$ cat config.mk
export PLATFORM = sky130hd
export DESIGN_NAME = freq_offset_and_bit_sync_loops
export DESIGN_NICKNAME = d
export VERILOG_FILES = /design/src/core/loops_pkg.sv /design/src/core/freq_offset_and_bit_sync_loops.sv
export VERILOG_INCLUDE_DIRS = /design/src /design/src/core
export SDC_FILE = /design/constraint.sdc
export NUM_CORES = 1
export LEC_CHECK = 0
export ABC_AREA = 0
export ABC_CLOCK_PERIOD_IN_PS = 14250
export BUFFER_PORTS_ARGS = -buffer_cell sky130_fd_sc_hd__buf_2
export CAP_MARGIN = 40
export CORE_ASPECT_RATIO = 1.75
export CORE_MARGIN = 3
export CORE_UTILIZATION = 25
export DETAILED_ROUTE_END_ITERATION = 8
export PLACE_DENSITY = 0.46
export SYNTH_ARGS = -nofsm -noshare
export SYNTH_HDL_FRONTEND = slang
export SYNTH_SLANG_ARGS = --single-unit
$ cat constraint.sdc
create_clock -name clk_i -period 14.25 [get_ports clk_i]
set_input_delay 0.7125 -clock clk_i [delete_from_list [all_inputs] [get_ports clk_i]]
set_output_delay 0.7125 -clock clk_i [all_outputs]
set_load 0.05 [all_outputs]
$ cat src/core/loops_map.svh
`ifndef LOOPS_MAP_SVH
`define LOOPS_MAP_SVH
// Contract
// - Gate bit freezes both loops until carrier.
// - Pre-sync frequency gain K, 2K, 3K, 4K.
// - Post-sync frequency gain: same, or K/2.
// - Frequency saturation: off, BW/8, BW/4, BW/2.
// - Pre-sync integral gain KI to 4KI.
// - Pre-sync proportional gain KP to 4KP.
// - Post-sync integral gain: same, or KI/2.
// - Post-sync proportional gain: same, or KP.
// - Rate saturation: off, 3.125, 6.25, 12.5 percent.
// ----------------------------------------------------------
// Register map
// ----------------------------------------------------------
`define FREQ_CFG_ADDR 6'h19
`define BITSYNC_CFG_ADDR 6'h1a
`define FREQ_CFG_RESET 8'h36
`define BITSYNC_CFG_RESET 8'h6c
`define FREQ_CFG_WMASK 8'h3f
// ----------------------------------------------------------
// Gain and limit encodings
// ----------------------------------------------------------
`define GAIN_HALF_UNIT 4'h1
`define POST_KP_HALF 4'h2
`define FREQ_LIM_BASE 3'h3
`define RATE_LIM_BASE 3'h6
`endif

$ cat src/core/loops_pkg.sv
package loops_pkg;

  typedef struct packed {
    logic [1:0] unused;
    logic freeze_gate;
    logic [1:0] gain_pre;
    logic gain_post;
    logic [1:0] sat;
  } freq_cfg_t;

  typedef struct packed {
    logic [1:0] ki_pre;
    logic [1:0] kp_pre;
    logic ki_post;
    logic kp_post;
    logic [1:0] sat;
  } bitsync_cfg_t;

  typedef enum logic {
    SEARCH,
    LOCKED
  } sync_state_t;

endpackage : loops_pkg

$ cat src/core/freq_offset_and_bit_sync_loops.sv
`timescale 1ns/1ps
`include "loops_map.svh"
module freq_offset_and_bit_sync_loops #(
  parameter int EW = 8,
  parameter int AW = 16,
  parameter int GAIN_SHIFT = 3,
  parameter logic [AW-1:0] FREQ_FULL = 16'h3fff,
  parameter logic [AW-1:0] RATE_NOM = 16'h2000
) (
  // Clock and reset
  input wire logic clk_i,
  input wire logic rst_i,
  // Register port
  input wire logic reg_wr_i,
  input wire logic reg_rd_i,
  input wire logic [5:0] reg_addr_i,
  input wire logic [7:0] reg_wdata_i,
  output logic [7:0] reg_rdata_o,
  // Receive control
  input wire logic rx_start_i,
  input wire logic sync_detected_i,
  input wire logic carrier_sense_i,
  // Error samples
  input wire logic err_valid_i,
  input wire logic signed [EW-1:0] freq_err_i,
  input wire logic signed [EW-1:0] timing_err_i,
  // Loop outputs
  output logic signed [AW-1:0] freq_offset_o,
  output logic signed [AW-1:0] rate_offset_o,
  output logic [AW-1:0] clk_step_o,
  output logic loops_frozen_o,
  output logic post_sync_o
);

  localparam int PW = EW + 5;

  // ----------------------------------------------------------
  // Helper functions
  // ----------------------------------------------------------
  // Gains are kept in half units so that K/2 stays exact.
  function automatic logic [3:0] gain_half(
    input logic [1:0] code
  );
    gain_half = 4'({code, 1'b0}) + 4'h2;
  endfunction : gain_half

  function automatic logic [AW-1:0] lim_sel(
    input logic [1:0] code,
    input logic [AW-1:0] full,
    input logic [2:0] base
  );
    logic [2:0] sh;
    sh = base - {1'b0, code};
    if (code == 2'h0)
    begin
      lim_sel = '0;
    end
    else
    begin
      lim_sel = full >> sh;
    end
  endfunction : lim_sel

  function automatic logic signed [AW-1:0] sat(
    input logic signed [AW:0] v,
    input logic [AW-1:0] lim
  );
    logic signed [AW:0] hi;
    logic signed [AW:0] lo;
    hi = $signed({1'b0, lim});
    lo = -hi;
    if (v > hi)
    begin
      sat = hi[AW-1:0];
    end
    else if (v < -hi)
    begin
      sat = lo[AW-1:0];
    end
    else
    begin
      sat = v[AW-1:0];
    end
  endfunction : sat

  function automatic logic signed [AW:0] scale(
    input logic signed [EW-1:0] err,
    input logic [3:0] g
  );
    logic signed [PW-1:0] p;
    logic signed [AW:0] e;
    p = err * $signed({1'b0, g});
    e = {{(AW + 1 - PW){p[PW-1]}}, p};
    scale = e >>> (GAIN_SHIFT + 1);
  endfunction : scale

  // ----------------------------------------------------------
  // Configuration registers
  // ----------------------------------------------------------
  loops_pkg::freq_cfg_t freq_cfg_reg;
  loops_pkg::bitsync_cfg_t bs_cfg_reg;
  logic [7:0] rdata_reg;

  wire hit_freq = reg_addr_i == `FREQ_CFG_ADDR;
  wire hit_bs = reg_addr_i == `BITSYNC_CFG_ADDR;
  wire [7:0] rdata_next = hit_freq ? freq_cfg_reg :
    hit_bs ? bs_cfg_reg : 8'h00;

  always_ff @(posedge clk_i or posedge rst_i)
  begin
    if (rst_i)
    begin
      freq_cfg_reg <= `FREQ_CFG_RESET;
      bs_cfg_reg <= `BITSYNC_CFG_RESET;
    end
    else if (reg_wr_i)
    begin
      // Unused high bits of the frequency register stay zero.
      if (hit_freq)
      begin
        freq_cfg_reg <= reg_wdata_i & `FREQ_CFG_WMASK;
      end
      if (hit_bs)
      begin
        bs_cfg_reg <= reg_wdata_i;
      end
    end
  end

  always_ff @(posedge clk_i or posedge rst_i)
  begin
    if (rst_i)
    begin
      rdata_reg <= 8'h00;
    end
    else if (reg_rd_i)
    begin
      rdata_reg <= rdata_next;
    end
  end

  // ----------------------------------------------------------
  // Sync tracking and carrier gate
  // ----------------------------------------------------------
  loops_pkg::sync_state_t state_reg;
  loops_pkg::sync_state_t state_next;
  logic cs_seen_reg;

  always_comb
  begin
    state_next = state_reg;
    case (state_reg)
      loops_pkg::SEARCH:
      begin
        if (sync_detected_i && !rx_start_i)
        begin
          state_next = loops_pkg::LOCKED;
        end
      end
      loops_pkg::LOCKED:
      begin
        if (rx_start_i)
        begin
          state_next = loops_pkg::SEARCH;
        end
      end
      default:
      begin
        state_next = loops_pkg::SEARCH;
      end
    endcase
  end

  // A new search forgets carrier, so each frame is gated afresh.
  wire cs_seen_next = rx_start_i ? 1'b0 : (cs_seen_reg | carrier_sense_i);
  wire frozen = freq_cfg_reg.freeze_gate & ~cs_seen_reg;
  wire post = state_reg == loops_pkg::LOCKED;

  always_ff @(posedge clk_i or posedge rst_i)
  begin
    if (rst_i)
    begin
      state_reg <= loops_pkg::SEARCH;
      cs_seen_reg <= 1'b0;
    end
    else
    begin
      state_reg <= state_next;
      cs_seen_reg <= cs_seen_next;
    end
  end

  // ----------------------------------------------------------
  // Gain selection
  // ----------------------------------------------------------
  wire [3:0] fk_pre = gain_half(freq_cfg_reg.gain_pre);
  wire [3:0] fk = (post && freq_cfg_reg.gain_post) ?
    `GAIN_HALF_UNIT : fk_pre;
  wire [3:0] ki_pre = gain_half(bs_cfg_reg.ki_pre);
  wire [3:0] ki = (post && bs_cfg_reg.ki_post) ?
    `GAIN_HALF_UNIT : ki_pre;
  wire [3:0] kp_pre = gain_half(bs_cfg_reg.kp_pre);
  wire [3:0] kp = (post && bs_cfg_reg.kp_post) ?
    `POST_KP_HALF : kp_pre;

  // ----------------------------------------------------------
  // Saturation limits
  // ----------------------------------------------------------
  // Limit 2 of the frequency loop is taken as a quarter bandwidth.
  wire [AW-1:0] freq_lim = lim_sel(freq_cfg_reg.sat,
    FREQ_FULL, `FREQ_LIM_BASE);
  wire [AW-1:0] rate_lim = lim_sel(bs_cfg_reg.sat,
    RATE_NOM, `RATE_LIM_BASE);

  // ----------------------------------------------------------
  // Loop arithmetic
  // ----------------------------------------------------------
  logic signed [AW-1:0] freq_acc_reg;
  logic signed [AW-1:0] rate_acc_reg;
  logic signed [AW-1:0] prop_reg;
  logic [AW-1:0] step_reg;
  logic frozen_reg;
  logic post_reg;

  wire step_en = err_valid_i & ~frozen;
  wire signed [AW:0] freq_sum = {freq_acc_reg[AW-1], freq_acc_reg}
    + scale(freq_err_i, fk);
  wire signed [AW:0] rate_sum = {rate_acc_reg[AW-1], rate_acc_reg}
    + scale(timing_err_i, ki);
  wire signed [AW:0] prop_full = scale(timing_err_i, kp);
  // Saturation applies every cycle, so a tighter limit takes hold at once.
  wire signed [AW-1:0] freq_next = step_en ?
    sat(freq_sum, freq_lim) :
    sat({freq_acc_reg[AW-1], freq_acc_reg}, freq_lim);
  wire signed [AW-1:0] rate_next = step_en ?
    sat(rate_sum, rate_lim) :
    sat({rate_acc_reg[AW-1], rate_acc_reg}, rate_lim);
  wire signed [AW-1:0] prop_next = step_en ? prop_full[AW-1:0] : '0;
  wire [AW-1:0] step_next = RATE_NOM + rate_next + prop_next;

  always_ff @(posedge clk_i or posedge rst_i)
  begin
    if (rst_i)
    begin
      freq_acc_reg <= '0;
      rate_acc_reg <= '0;
      prop_reg <= '0;
      step_reg <= RATE_NOM;
    end
    else
    begin
      freq_acc_reg <= freq_next;
      rate_acc_reg <= rate_next;
      prop_reg <= prop_next;
      step_reg <= step_next;
    end
  end

  always_ff @(posedge clk_i or posedge rst_i)
  begin
    if (rst_i)
    begin
      frozen_reg <= 1'b1;
      post_reg <= 1'b0;
    end
    else
    begin
      frozen_reg <= frozen;
      post_reg <= post;
    end
  end

  // ----------------------------------------------------------
  // Outputs
  // ----------------------------------------------------------
  assign reg_rdata_o = rdata_reg;
  assign freq_offset_o = freq_acc_reg;
  assign rate_offset_o = rate_acc_reg;
  assign clk_step_o = step_reg;
  assign loops_frozen_o = frozen_reg;
  assign post_sync_o = post_reg;

endmodule : freq_offset_and_bit_sync_loops

Word-level counts from Yosys, hierarchy flattened
Index checks and enable logic that the tools add are counted.
- add/subtract/negate cells: 11
- multiply operators: 3
- $lt $le $gt $ge: 8
- equality and inequality tests: 2
- shifts and indexed selects: 2
- multiplexer cells: 22
- bitwise gates (word level): 6
- reduce and logical (&&, ||, !) cells: 10
- operator list (kind ; count):
    $mux 16 ; 13
    $mul 8x5->13 ; 3
    $add 16x9->17 ; 2
    $gt 16x17->1 ; 2
    $gt 17x17->1 ; 2
    $lt 16x17->1 ; 2
    $lt 17x17->1 ; 2
    $neg 16->17 ; 2
    $shr 14x3->16 const A ; 2
    $add 14x16->16 const A ; 1
    $add 16x16->16 ; 1
    $mux 8 ; 2
    $add 3x2->4 const B ; 3
    $eq 6x5->1 const B ; 2
    $mux 4 ; 3
    $logic_and 1x1->1 ; 4
    $logic_not 2->1 ; 2
    $reduce_and 2->1 ; 2
    $mux 1 ; 3
    $not 1->1 ; 3
    $reduce_bool 3->1 ; 1
    $sub 2x2->3 const A ; 1
    $sub 3x2->3 const A ; 1
    $and 1x1->1 ; 2
    other kinds (3) ; 3
- register bits after elaboration: 74
- output and inout bits: 58
- word-level logic and storage cells: 81

Longest topological paths before layout
Gate-level depths: netlist of the first run.
- depth in word-level cells: 10
- depth in mapped cells: 47
- gate-level depth less buffers: 45

Worst setup path after synthesis of the first run
OpenSTA, ideal clock, no wires.
- path kind: flip-flop to flip-flop
- from: register bs_cfg_reg[3] (netlist bit)
- to: register step_reg[15], in the netlist clk_step_o[15]
- setup time: 0.131 ns
- arrival time: 10.076 ns
- required time: 14.119 ns
- slack: 4.043 ns
- cell stages (with the launch flop): 46
- path buffers: 2
- cells stage by stage: dfstp_2 -> clkbuf_1 -> nand2_1 -> clkbuf_1 -> and3_1 -> ha_1 -> inv_1 -> fa_1 -> inv_1 -> fa_1 -> ha_1 -> a21oi_1 -> nor2b_1 -> o21a_1 -> o21ai_0 -> a21boi_0 -> o21a_1 -> nor3_1 -> [10 not listed] -> nand4_1 -> or4_1 -> a32oi_1 -> nand2_1 -> nor2b_1 -> a22o_1 -> ha_1 -> ha_1 -> fa_1 -> a211oi_1 -> nor2_1 -> o211ai_1 -> nand2_1 -> a41oi_1 -> a211o_1 -> o21ai_0 -> xor2_1 -> xnor2_1
- word-level cells in the longest chain between the ends: 10
- elaborated cells between the ends (all ways): 11
- classes of those cells: add/sub: 3; mul: 1; order compare: 2; mux: 4; reduce/logical: 1
- RTL lines (item ; RTL line ; RTL):
    start, declared ; freq_offset_and_bit_sync_loops.sv:101 ; loops_pkg::bitsync_cfg_t bs_cfg_reg;
    start signal, assigned ; freq_offset_and_bit_sync_loops.sv:114 ; bs_cfg_reg <= `BITSYNC_CFG_RESET;
    start signal, assigned ; freq_offset_and_bit_sync_loops.sv:125 ; bs_cfg_reg <= reg_wdata_i;
    $logic_and 1x1->1 (*) ; freq_offset_and_bit_sync_loops.sv:200 ; wire [3:0] ki = (post && bs_cfg_reg.ki_post) ?
    $mux 4 (*) ; freq_offset_and_bit_sync_loops.sv:200 ;
    $mul 8x5->13 (*) ; freq_offset_and_bit_sync_loops.sv:92 ; p = err * $signed({1'b0, g});
    $add 16x9->17 (*) ; freq_offset_and_bit_sync_loops.sv:229 ; + scale(timing_err_i, ki);
    $lt 17x17->1 ; freq_offset_and_bit_sync_loops.sv:76 ; else if (v < -hi)
    $mux 16 ; freq_offset_and_bit_sync_loops.sv:76 ;
    $mux 16 (*) ; freq_offset_and_bit_sync_loops.sv:72 ; if (v > hi)
    $mux 16 (*) ; freq_offset_and_bit_sync_loops.sv:235 ; wire signed [AW-1:0] rate_next = step_en ?
    net rate_next[1] ; freq_offset_and_bit_sync_loops.sv:235 ;
    $add 14x16->16 (*) ; freq_offset_and_bit_sync_loops.sv:239 ; wire [AW-1:0] step_next = RATE_NOM + rate_next + prop_next;
    $add 16x16->16 (*) ; freq_offset_and_bit_sync_loops.sv:239 ;
    net step_next[15] ; freq_offset_and_bit_sync_loops.sv:239 ;
    end signal, assigned ; freq_offset_and_bit_sync_loops.sv:255 ; step_reg <= step_next;
    end, declared ; freq_offset_and_bit_sync_loops.sv:221 ; logic [AW-1:0] step_reg;
Mark *: on every way through the listed nets, which the timed path passes. The rest lies on a longest branch.
A chain may end at the register's enable or synchronous reset.

Worst setup path after layout of the first run
- from: register state_reg, in the netlist post
- to: register step_reg[15], in the netlist clk_step_o[15]
- word-level cells in the longest chain between the ends: 10
- elaborated cells between the ends (all ways): 15
- classes of those cells: add/sub: 3; mul: 2; order compare: 2; mux: 6; reduce/logical: 2
- RTL lines (item ; RTL line ; RTL):
    start, declared ; freq_offset_and_bit_sync_loops.sv:145 ; loops_pkg::sync_state_t state_reg;
    start signal, assigned ; freq_offset_and_bit_sync_loops.sv:183 ; state_reg <= loops_pkg::SEARCH;
    start signal, assigned ; freq_offset_and_bit_sync_loops.sv:188 ; state_reg <= state_next;
    $logic_and 1x1->1 (*) ; freq_offset_and_bit_sync_loops.sv:200 ;
    $mux 4 (*) ; freq_offset_and_bit_sync_loops.sv:200 ;
    $mul 8x5->13 (*) ; freq_offset_and_bit_sync_loops.sv:92 ;
    $add 16x9->17 (*) ; freq_offset_and_bit_sync_loops.sv:229 ;
    $lt 17x17->1 ; freq_offset_and_bit_sync_loops.sv:76 ;
    $mux 16 ; freq_offset_and_bit_sync_loops.sv:76 ;
    $mux 16 (*) ; freq_offset_and_bit_sync_loops.sv:72 ;
    $mux 16 (*) ; freq_offset_and_bit_sync_loops.sv:235 ;
    net rate_next[1] ; freq_offset_and_bit_sync_loops.sv:235 ;
    $add 14x16->16 (*) ; freq_offset_and_bit_sync_loops.sv:239 ;
    $add 16x16->16 (*) ; freq_offset_and_bit_sync_loops.sv:239 ;
    net step_next[15] ; freq_offset_and_bit_sync_loops.sv:239 ;
Marked as above.

==> flow_summary.rst, run 1 <==
.. list-table::
   :header-rows: 1

   * - Metric
     - Value
   * - Run status
     - finished, final reports clean
   * - Number of top-level pins
     - 96
   * - Clock power frac
     - 7.5%
   * - Hold Slack
     - 0.4060 ns
   * - Sequential element share of the synthesized area
     - 17.64%
   * - Cell Pwr Density
     - 249.6 mW/mm²
   * - GR Overflow Total
     - 0
   * - Clock latency at the later pin of the worst-skew pair
     - 0.36 ns
   * - Fmax
     - 89.55 MHz
   * - Number of global-route vias before repair
     - 9712
   * - Full die area
     - 0.04489 mm²
   * - Sink Count
     - 74
   * - CTS Hold Bufs
     - 0
   * - Crit path max-delay cell type
     - sky130_fd_sc_hd__dfrtp_1
   * - Count of different cell masters after synthesis
     - 70
   * - Nets in the synthesized netlist
     - 1526
   * - Critical path buffer and inverter count
     - 4
   * - PortBufs
     - 95
   * - Routability congestion estimate from global placement
     - 0.8202
   * - Power after layout
     - 3.007 mW
   * - Ys Warns
     - 0
   * - Startpoint type of the worst setup path
     - flop
   * - Detailed placer's ending HPWL
     - 26560 µm
   * - Number of filler cells placed in the layout
     - 4546
   * - Number of pins exceeding their max-slew limit in the final report
     - 0
   * - Setup slack of the critical path after layout
     - 3.084 ns
   * - Largest stage delay, worst path
     - 0.66 ns
   * - Number of core rows
     - 99
   * - Die width
     - 161.4 µm
   * - Routed length per placed instance
     - 16.75 µm
   * - Internal power of the cells
     - 1.346 mW
   * - Fraction of power consumed by sequential logic
     - 12.2%
   * - Remaining max-slew budget at the tightest pin
     - 49.87%
   * - Clock Pin Slew Worst Setup and Hold Paths
     - 0.08 ns
   * - Final critical-path required period
     - 11.17 ns
   * - Total net switching power
     - 1.661 mW
   * - All-layer global routing usage
     - 14.27%
   * - Area overhead of the layout relative to synthesis
     - 13.93%
   * - Average cell area after synthesis
     - 8.609 µm²
   * - Core area
     - 0.04174 mm²
   * - Largest net degree at the start of global routing
     - 45
   * - Setup Total Neg Slack
     - 0 ns
   * - Y dimension of the die
     - 278.0 µm
   * - Clk buf depth
     - 2
   * - Setup slack at placement
     - 3.047 ns
   * - Drt first pass iters
     - 4
   * - Kind of capture point of the worst setup path
     - flop
   * - Post-synthesis instance total
     - 1228
   * - Area share of the largest cell type after synthesis
     - 25.68%
   * - Layout cell share with drive strength beyond 1
     - 12.25%
   * - Flops & latches, synth
     - 74
   * - Number of enable flip-flop cells after synthesis
     - 0
   * - Hold crit path type
     - in2async
   * - Ratio of routed vias to standard cells
     - 4.856
   * - Post-CTS Repair Setup Buffers
     - 0
   * - Final ANT Viol Nets
     - 0
   * - Fraction of synthesis flops using an asynchronous set or reset pin
     - 100.0%
   * - Worst path top cell family by delay
     - adder cells
   * - Req. time, crit path
     - 14.47 ns
   * - Top flip-flop cell by instance count after synthesis
     - sky130_fd_sc_hd__dfrtp_1
   * - Setup clock skew after layout
     - 0.01769 ns
   * - Worst-path fanout max
     - 19
   * - Clock tree root driver cell
     - sky130_fd_sc_hd__clkbuf_16
   * - Synthesized cell area
     - 0.01057 mm²
   * - Overall routed net length
     - 31630 µm
   * - Arrival time worst endpoint
     - 11.39 ns
   * - Dominant cells by area after synthesis
     - sky130_fd_sc_hd__ha_1 26%, sky130_fd_sc_hd__dfrtp_1 15%, sky130_fd_sc_hd__fa_1 8.1%, sky130_fd_sc_hd__inv_1 5.5%, sky130_fd_sc_hd__a21oi_1 4.0%
   * - Total vias in the final route
     - 9169
   * - Number of nets in the final layout
     - 1624
   * - Effective utilization at floorplan
     - 25.32%
   * - Number of CTS-inserted buffers
     - 9
   * - RSZ-0062 raised after global routing
     - false
   * - Part of the cycle the worst path needs
     - 78.36%
   * - Number of antenna violations at the first check in global routing
     - 2
   * - Hold Vio Cnt, Final
     - 0
   * - Fraction of power spent switching nets
     - 55.23%
   * - Worst path most repeated cell
     - sky130_fd_sc_hd__ha_1
   * - Post-synthesis cell type with the largest combined area
     - sky130_fd_sc_hd__ha_1
   * - Maximum ir drop on the vdd rail
     - 88.26 µV
   * - Category of the critical setup timing path
     - reg2reg
   * - DRC
     - 0
   * - Number of violations reported at the end of detailed-routing iteration 0
     - 329
   * - First-pass GRT wire length
     - 50420 µm
   * - Worst-Margin Slew
     - 0.7330 ns
   * - Leakage power of the design
     - 6.231 nW
   * - Post-cts resize count
     - 0
   * - Number of maximum-capacitance violations
     - 0
   * - TritonCTS clock tree
     - built
   * - Logic gate share of total power
     - 80.3%
   * - Final setup fails
     - 0
   * - Final non-filler cell total
     - 1888
   * - CTS H-tree depth
     - 3
   * - Placed instance count
     - 1870
==> Yosys cell counts (all sizes together) (7+ instances only) <==
cell type,count
o21a,17
a221o,11
nand2,65
clkbuf,20
dfstp,10
nand3,22
nor3,28
o211ai,7
a211oi,11
inv,156
nor4,8
a22oi,8
a21o,17
or4,7
a31oi,7
dfrtp,64
nor2b,12
mux2i,12
fa,43
mux2,18
ha,217
xnor2,47
o21ai,57
nand4,11
a21oi,85
nor2,87
xor2,13
a22o,7
and3,57
and2,15
nand2b,9
==> per-stage QoR <==
stage,util (%),cell area (µm²)
after floorplan,-,10570
after CTS,28.84,12040
final,28.85,12040
after global routing,28.85,12040
after global placement,28.11,11740
after detailed placement,28.17,11760
==> routing by layer <==
metal  wire (µm)  global-route usage (%)
met5           0                       0
met4         856                   5.123
met3         688                   1.713
met2       18450                   29.73
met1       11640                   13.94
==> layout by cell type, fill, tap and decap left out, types with 16 or more instances in the layout <==
cell                      Yosys  layout
sky130_fd_sc_hd__o21ai_0     56      55
sky130_fd_sc_hd__nor3_1      28      28
sky130_fd_sc_hd__nand3_1     22      22
sky130_fd_sc_hd__xnor2_1     47      47
sky130_fd_sc_hd__nand2_1     65      65
sky130_fd_sc_hd__ha_1       217     217
sky130_fd_sc_hd__a21oi_1     85      85
sky130_fd_sc_hd__mux2_2      17      17
sky130_fd_sc_hd__fa_1        43      43
sky130_fd_sc_hd__nor2_1      87      87
sky130_fd_sc_hd__buf_2        1      96
sky130_fd_sc_hd__o21a_1      17      17
sky130_fd_sc_hd__inv_1      156     155
sky130_fd_sc_hd__dfrtp_1     64      64
sky130_fd_sc_hd__and3_1      57      57
sky130_fd_sc_hd__a21o_1      16      16
==> final cells by class <==
cell class / count / area (µm²) / area share (%)
Multi-Input combinational cell: 977 / 8046 / 66.81
Sequential cell: 74 / 1864 / 15.48
Tap cell: 555 / 694.4 / 5.766
Inverter: 156 / 586.8 / 4.872
Timing Repair Buffer: 108 / 566.8 / 4.706
Clock buffer: 10 / 239.0 / 1.984
Clock inverter: 6 / 41.29 / 0.3428
Antenna cell: 2 / 5.005 / 0.04155
==> power by group through the flow <==
stage               registers [mW]  logic, mW  clock network [mW]
finish                       0.367       2.41               0.225
global route                 0.377       2.72               0.241
CTS                          0.370       2.44               0.234
detailed placement           0.372       2.42                   0
global placement             0.374       2.39                   0
floorplan                    0.517       1.64                   0
==> kinds of logic (layout without fill, tap and decap cells) <==
family	Yosys count	after routing	synth area share, %
flops	74	74	17.64
xor+xnor	60	60	4.971
mux	30	30	3.089
other cells	1	3	0.03547
simple gates	343	343	16.48
compound gates	283	283	17.67
buf+inv	177	280	6.297
fa+ha+maj	260	260	33.83
==> path summary, 6_finish.rpt <==
| path | cells past startpoint | endpoint | slack [ns] | start |
|---|---|---|---|---|
| min reg2reg | 2 | cs_seen_reg | 0.51 | cs_seen_reg |
| min in group clk_i | 2 | cs_seen_reg | 0.51 | cs_seen_reg |
| max reg2reg | 45 | clk_step_o[15] | 3.08 | post |
| min | 2 | clk_step_o[14] | 0.41 | rst_i |
| max in group asynchronous | 3 | reg_rdata_o[5] | 12.82 | rst_i |
| max | 45 | clk_step_o[15] | 3.08 | post |
Note: power is estimated with default switching activity, not from simulation.
==> run 2: changes to the inputs <==
--- a/config.mk
+++ b/config.mk
@@ -6,8 +6,8 @@
 export SDC_FILE = /design/constraint.sdc
 export NUM_CORES = 1
 export LEC_CHECK = 0
-export ABC_AREA = 0
-export ABC_CLOCK_PERIOD_IN_PS = 14250
+export ABC_AREA = 1
+export ABC_CLOCK_PERIOD_IN_PS = 11200
 export BUFFER_PORTS_ARGS = -buffer_cell sky130_fd_sc_hd__buf_2
 export CAP_MARGIN = 40
 export CORE_ASPECT_RATIO = 1.75
==> constraint.sdc (replaced) <==
create_clock -name clk_i -period 11.2 [get_ports clk_i]
set_input_delay 0.56 -clock clk_i [delete_from_list [all_inputs] [get_ports clk_i]]
set_output_delay 0.56 -clock clk_i [all_outputs]
set_load 0.05 [all_outputs]
==> run 2 against run 1 <==
Effect of this change: area after synthesis is 3.7% higher; clock skew is 0.0065 ns lower; clock-buffer cell count is 1 lower; final cell count is 15% higher; register-to-register slack worse by 2.0 ns; via count is 9.6% higher; cell area is 3.5% higher; die area is 3.6% higher; utilization is 0.18 points higher; critical endpoint unchanged.
==> flow_summary.rst, run 2 <==
.. list-table::
   :header-rows: 1

   * - Metric
     - Value
   * - CTS Hold Bufs
     - 0
   * - Hold crit path type
     - in2async
   * - Clk buf depth
     - 2
   * - Number of violations reported at the end of detailed-routing iteration 0
     - 306
   * - Detailed-route wire length on metal 1
     - 11890 µm
   * - Number of filler cells placed in the layout
     - 4736
   * - Die width
     - 164.3 µm
   * - R2R setup slack
     - 1.08 ns
   * - Most frequent cells in the layout
     - 281 x sky130_fd_sc_hd__nand2_1, 278 x sky130_fd_sc_hd__inv_1, 217 x sky130_fd_sc_hd__ha_1
   * - First-pass GRT wire length
     - 55480 µm
   * - Sink Count
     - 74
   * - Drt first pass iters
     - 7
   * - Flops & latches, synth
     - 74
   * - Met3 routed wirelength
     - 707 µm
   * - Top sig layer
     - met4
   * - CTS H-tree depth
     - 3
   * - Commonest cells in the synthesized netlist
     - 281 x sky130_fd_sc_hd__nand2_1, 279 x sky130_fd_sc_hd__inv_1, 217 x sky130_fd_sc_hd__ha_1, 159 x sky130_fd_sc_hd__nor2_1, 89 x sky130_fd_sc_hd__a21oi_1
   * - Arrival time worst endpoint
     - 10.38 ns
   * - Worst path most repeated cell
     - sky130_fd_sc_hd__nand2_1
   * - Layout cell share with drive strength beyond 1
     - 10.40%
   * - GR Overflow Total
     - 0
   * - Hold Vio Cnt, Final
     - 0
   * - Setup Total Neg Slack
     - 0 ns
   * - Number of maximum-capacitance violations
     - 0
   * - Number of nets in the final layout
     - 1899
   * - Sequential element share of the synthesized area
     - 17.01%
   * - Post-CTS Repair Setup Buffers
     - 0
   * - Number of top-level pins
     - 96
   * - Detailed placer's ending HPWL
     - 29330 µm
   * - Routability congestion estimate from global placement
     - 0.8828
   * - Nets in the synthesized netlist
     - 1799
   * - Dominant cells by area after synthesis
     - sky130_fd_sc_hd__ha_1 25%, sky130_fd_sc_hd__dfrtp_1 15%, sky130_fd_sc_hd__nand2_1 9.6%, sky130_fd_sc_hd__inv_1 9.6%, sky130_fd_sc_hd__fa_1 7.9%
   * - Req. time, crit path
     - 11.45 ns
   * - Post-synthesis cell type with the largest combined area
     - sky130_fd_sc_hd__ha_1
   * - Largest net degree at the start of global routing
     - 59
   * - Synthesized cell area
     - 0.01096 mm²
   * - Average cell area after synthesis
     - 7.303 µm²
   * - Fraction of synthesis flops using an asynchronous set or reset pin
     - 100.0%
   * - Category of the critical setup timing path
     - reg2reg
   * - Number of core rows
     - 100
   * - Area share of the largest cell type after synthesis
     - 24.77%
   * - Fmax
     - 98.77 MHz
   * - Setup clock skew after layout
     - 0.01119 ns
   * - Count of different cell masters after synthesis
     - 58
   * - Clock latency at the later pin of the worst-skew pair
     - 0.36 ns
   * - Crit path max-delay cell type
     - sky130_fd_sc_hd__dfstp_2
   * - Run status
     - finished, final reports clean
   * - Post-cts resize count
     - 0
   * - Final setup fails
     - 0
   * - RSZ-0062 raised after global routing
     - false
   * - Top flip-flop cell by instance count after synthesis
     - sky130_fd_sc_hd__dfrtp_1
   * - Number of pins exceeding their max-slew limit in the final report
     - 0
   * - Area overhead of the layout relative to synthesis
     - 13.67%
   * - Storage element area
     - 0.001864 mm²
   * - Area of the multi-input gates
     - 0.007976 mm²
   * - Part of the cycle the worst path needs
     - 90.40%
   * - Startpoint type of the worst setup path
     - flop
   * - PortBufs
     - 95
   * - Worst-Margin Slew
     - 0.8141 ns
   * - Overall routed net length
     - 34240 µm
   * - Ys Warns
     - 0
   * - Final ANT Viol Nets
     - 0
   * - Post-synthesis instance total
     - 1501
   * - Routed wl met2
     - 20590 µm
   * - Remaining max-slew budget at the tightest pin
     - 45.31%
   * - Post-Route Utilization
     - 29.04%
   * - TritonCTS clock tree
     - built
   * - Effective utilization at floorplan
     - 25.54%
   * - Largest stage delay, worst path
     - 0.56 ns
   * - Most instantiated library cell after synthesis
     - sky130_fd_sc_hd__nand2_1
   * - Routed length per placed instance
     - 15.79 µm
   * - Kind of capture point of the worst setup path
     - flop
   * - Number of global-route vias before repair
     - 10880
   * - Y dimension of the die
     - 283.0 µm
   * - Most frequent standard cell in the layout excluding fill and tap cells
     - sky130_fd_sc_hd__nand2_1
   * - Core area
     - 0.04292 mm²
   * - Number of antenna violations at the first check in global routing
     - 1
   * - DRC
     - 0
   * - Ratio of routed vias to standard cells
     - 4.636
   * - Number of CTS-inserted buffers
     - 9
   * - All-layer global routing usage
     - 15.21%
   * - Number of enable flip-flop cells after synthesis
     - 0
   * - Final critical-path required period
     - 10.12 ns
   * - Full die area
     - 0.04649 mm²
   * - Total vias in the final route
     - 10050
   * - Clock Pin Slew Worst Setup and Hold Paths
     - 0.07 ns
   * - Worst-path fanout max
     - 9
   * - Clock tree root driver cell
     - sky130_fd_sc_hd__clkbuf_16
==> run 2: through the flow <==
stage | hold slack, ns | area [µm²] | worst slack (ns) | instances
2_1_floorplan | 0.3896 | 10960 | 1.939 | 1501
3_3_place_gp | 0.4121 | 12110 | 1.107 | 2149
3_5_place_dp | 0.4332 | 12140 | 0.8282 | 2151
4_1_cts | 0.1044 | 12450 | 0.8144 | 2167
5_1_grt | 0.1207 | 12460 | 0.003844 | 2167
6_report | 0.1142 | 12460 | 1.075 | 2168
==> run 2: worst paths after layout <==
check,startpoint,depth (start not counted),endpoint
max in group asynchronous,rst_i,4,clk_step_o[13]
hold / removal,rst_i,2,bs_cfg_reg[0]
setup reg to reg,bs_cfg_reg[6],51,clk_step_o[15]
hold reg to reg,cs_seen_reg,1,loops_frozen_o
setup / recovery,bs_cfg_reg[6],51,clk_step_o[15]
min in group clk_i,rx_start_i,2,post
==> run 2: worst max-delay path, delay by kind of cell, from the launching register on <==
family	cells	cell delay, ns
simple gates	14	1.47
xor+xnor	4	0.96
compound gates	15	2.79
flops	1	0.56
buf+inv	8	0.75
fa+ha+maj	10	3.46
==> run 2: kinds of logic (layout without fill, tap and decap cells) <==
| kind of cell | count (synthesis) | in the layout | synth area share (%) |
|---|---|---|---|
| buffers and inverters | 295 | 400 | 10.30 |
| DFF | 74 | 74 | 17.01 |
| muxes | 2 | 2 | 0.2054 |
| adders and majority gates | 260 | 260 | 32.62 |
| other | 1 | 2 | 0.03421 |
| xor gates and xnor gates | 61 | 61 | 5.182 |
| and+or+nand+nor | 588 | 588 | 22.63 |
| AOI/OAI and AO/OA | 220 | 220 | 12.02 |
==> run 2: per-layer routing <==
layer	global-route usage, %	up-vias
li1	-	5077
met1	14.33	4784
met5	0	-
met2	32.40	138
met4	5.418	0
met3	1.155	51
==> run 2: layout make-up <==
cell class              count  area share [%]
multi-input cells        1132           64.01
flip-flops and latches     74           14.96
inverters                 282           8.505
well taps                 561           5.633
repair buffers            102           4.398
clock buffers               9           1.807
clock inverters             7          0.6627
diodes                      1         0.02008
Power of run 2 is not shown: default switching activity piles up to over one toggle a cycle in this logic, so the estimate is an artifact.
==> run 3: changes to the inputs <==
--- a/config.mk
+++ b/config.mk
@@ -10,11 +10,13 @@
 export ABC_CLOCK_PERIOD_IN_PS = 11200
 export BUFFER_PORTS_ARGS = -buffer_cell sky130_fd_sc_hd__buf_2
 export CAP_MARGIN = 40
+export CELL_PAD_IN_SITES_DETAIL_PLACEMENT = 0
+export CELL_PAD_IN_SITES_GLOBAL_PLACEMENT = 2
 export CORE_ASPECT_RATIO = 1.75
 export CORE_MARGIN = 3
 export CORE_UTILIZATION = 25
 export DETAILED_ROUTE_END_ITERATION = 8
-export PLACE_DENSITY = 0.46
+export PLACE_DENSITY = 0.67
 export SYNTH_ARGS = -nofsm -noshare
 export SYNTH_HDL_FRONTEND = slang
 export SYNTH_SLANG_ARGS = --single-unit
==> run 3 against run 2 <==
Effect of this change: via count is 0.65% lower; critical path depth is 3 higher; sequential share of layout area hardly changed; critical endpoint is now clk_step_o[12]; clock-buffer cell count stayed put; die area stayed put.
==> flow_summary.rst, run 3 (same netlist as run 2, synthesis figures left out) <==
.. list-table::
   :header-rows: 1

   * - Metric
     - Value
   * - CTS H-tree depth
     - 3
   * - Part of the cycle the worst path needs
     - 88.34%
   * - Final setup fails
     - 0
   * - Setup clock skew after layout
     - 0.01000 ns
   * - Largest net degree at the start of global routing
     - 58
   * - Clock tree root driver cell
     - sky130_fd_sc_hd__clkbuf_16
   * - All-layer global routing usage
     - 15.84%
   * - TritonCTS clock tree
     - built
   * - Number of antenna violations at the first check in global routing
     - 0
   * - Number of global-route vias before repair
     - 10940
   * - Clock Pin Slew Worst Setup and Hold Paths
     - 0.07 ns
   * - Effective utilization at floorplan
     - 25.54%
   * - Area overhead of the layout relative to synthesis
     - 13.79%
   * - Ratio of routed vias to standard cells
     - 4.604
   * - Die width
     - 164.3 µm
   * - Post-CTS Repair Setup Buffers
     - 0
   * - RSZ-0062 raised after global routing
     - false
   * - Largest stage delay, worst path
     - 0.53 ns
   * - Crit path max-delay cell type
     - sky130_fd_sc_hd__fa_1
   * - Sink Count
     - 74
   * - Final critical-path required period
     - 9.894 ns
   * - Category of the critical setup timing path
     - reg2reg
   * - Drt first pass iters
     - 5
   * - Detailed placer's ending HPWL
     - 30890 µm
   * - PortBufs
     - 95
   * - Number of top-level pins
     - 96
   * - Number of CTS-inserted buffers
     - 9
   * - Routability congestion estimate from global placement
     - 0.8283
   * - Detailed-route wire length on metal 1
     - 12690 µm
   * - Most frequent standard cell in the layout excluding fill and tap cells
     - sky130_fd_sc_hd__nand2_1
   * - Post-cts resize count
     - 0
   * - First-pass GRT wire length
     - 56750 µm
   * - Number of maximum-capacitance violations
     - 0
   * - Routed length per placed instance
     - 16.63 µm
   * - Number of core rows
     - 100
   * - Arrival time worst endpoint
     - 10.14 ns
   * - Routed wl met2
     - 21160 µm
   * - Kind of capture point of the worst setup path
     - flop
   * - Startpoint type of the worst setup path
     - flop
   * - Worst path most repeated cell
     - sky130_fd_sc_hd__nand2_1
   * - Total vias in the final route
     - 9985
   * - Met3 routed wirelength
     - 666 µm
   * - Full die area
     - 0.04649 mm²
   * - Layout cell share with drive strength beyond 1
     - 10.45%
   * - Worst-Margin Slew
     - 0.8410 ns
   * - Remaining max-slew budget at the tightest pin
     - 43.50%
   * - Fmax
     - 101.1 MHz
   * - Clock latency at the later pin of the worst-skew pair
     - 0.37 ns
   * - Run status
     - finished, final reports clean
   * - GR Overflow Total
     - 0
   * - Top sig layer
     - met4
   * - Overall routed net length
     - 36060 µm
   * - Hold Slack
     - 0.08220 ns
   * - Setup Total Neg Slack
     - 0 ns
   * - DRC
     - 0
   * - Clk buf depth
     - 2
   * - Most frequent cells in the layout
     - 281 x sky130_fd_sc_hd__nand2_1, 278 x sky130_fd_sc_hd__inv_1, 217 x sky130_fd_sc_hd__ha_1
   * - Hold crit path type
     - in2async
   * - Hold Vio Cnt, Final
     - 0
   * - Core area
     - 0.04292 mm²
   * - Number of pins exceeding their max-slew limit in the final report
     - 0
   * - Req. time, crit path
     - 11.45 ns
   * - Antenna cell count
     - 0
   * - Y dimension of the die
     - 283.0 µm
   * - Final ANT Viol Nets
     - 0
   * - CTS Hold Bufs
     - 0
   * - Worst-path fanout max
     - 9
   * - Number of violations reported at the end of detailed-routing iteration 0
     - 343
   * - Number of nets in the final layout
     - 1901
run 3: cell types whose count changed in the layout (fill, tap and decap cells not counted):
cell | previous run | this run
sky130_fd_sc_hd__inv_8 | 1 | 3
sky130_fd_sc_hd__diode_2 | 1 | 0
sky130_fd_sc_hd__o21ai_1 | 3 | 2
sky130_fd_sc_hd__buf_4 | 6 | 8
sky130_fd_sc_hd__clkinvlp_4 | 2 | 0
sky130_fd_sc_hd__o21ai_0 | 60 | 61
sky130_fd_sc_hd__xor2_2 | 3 | 2
sky130_fd_sc_hd__xor2_1 | 34 | 35
run 3: per-stage QoR:
step	area (µm²)	utilization [%]	std cells	setup WS, ns
after CTS	12470	29.06	2169	1.217
final	12470	29.06	2169	1.306
after detailed placement	12160	28.33	2153	1.228
after global routing	12470	29.06	2169	0.4055
after floorplan	10960	-	1501	1.939
after global placement	12120	28.25	2151	1.343
run 3: final cells by class:
type | count | area (µm²)
repair buffers | 104 | 563.0
flip-flops and latches | 74 | 1864
clock buffers | 9 | 225.2
multi-input cells | 1132 | 7969
inverters | 282 | 1060
fillers | 4769 | 30440
well taps | 561 | 701.9
clock inverters | 7 | 90.09
run 3: per-layer routing:
metal | vias to the layer above | global-route usage, %
met5 | - | 0
met4 | 0 | 6.963
met3 | 57 | 1.462
met2 | 130 | 32.83
met1 | 4717 | 15.03
li1 | 5081 | -
run 3: path summary, 6_finish.rpt:
kind / endpoint / from / depth (start not counted) / slack, ns
worst min-delay path: clk_step_o[11] / rst_i / 2 / 0.08
worst max register to register: clk_step_o[12] / post / 54 / 1.31
max in group asynchronous: freq_cfg_reg[5] / rst_i / 4 / 10.26
min in group clk_i: cs_seen_reg / rx_start_i / 2 / 0.36
worst max-delay path: clk_step_o[12] / post / 54 / 1.31
worst min register to register: loops_frozen_o / cs_seen_reg / 1 / 0.43
run 3: worst max-delay path, delay by kind of cell, from the launching register on:
family,cells,cell delay [ns]
AO/OA/AOI/OAI,15,2.74
XOR/XNOR,4,0.77
adder cells (fa/ha/maj),8,2.94
buffers and inverters,8,0.71
flip-flops,1,0.52
AND/OR/NAND/NOR,19,2.08
Power of run 3 is left out for the same reason.
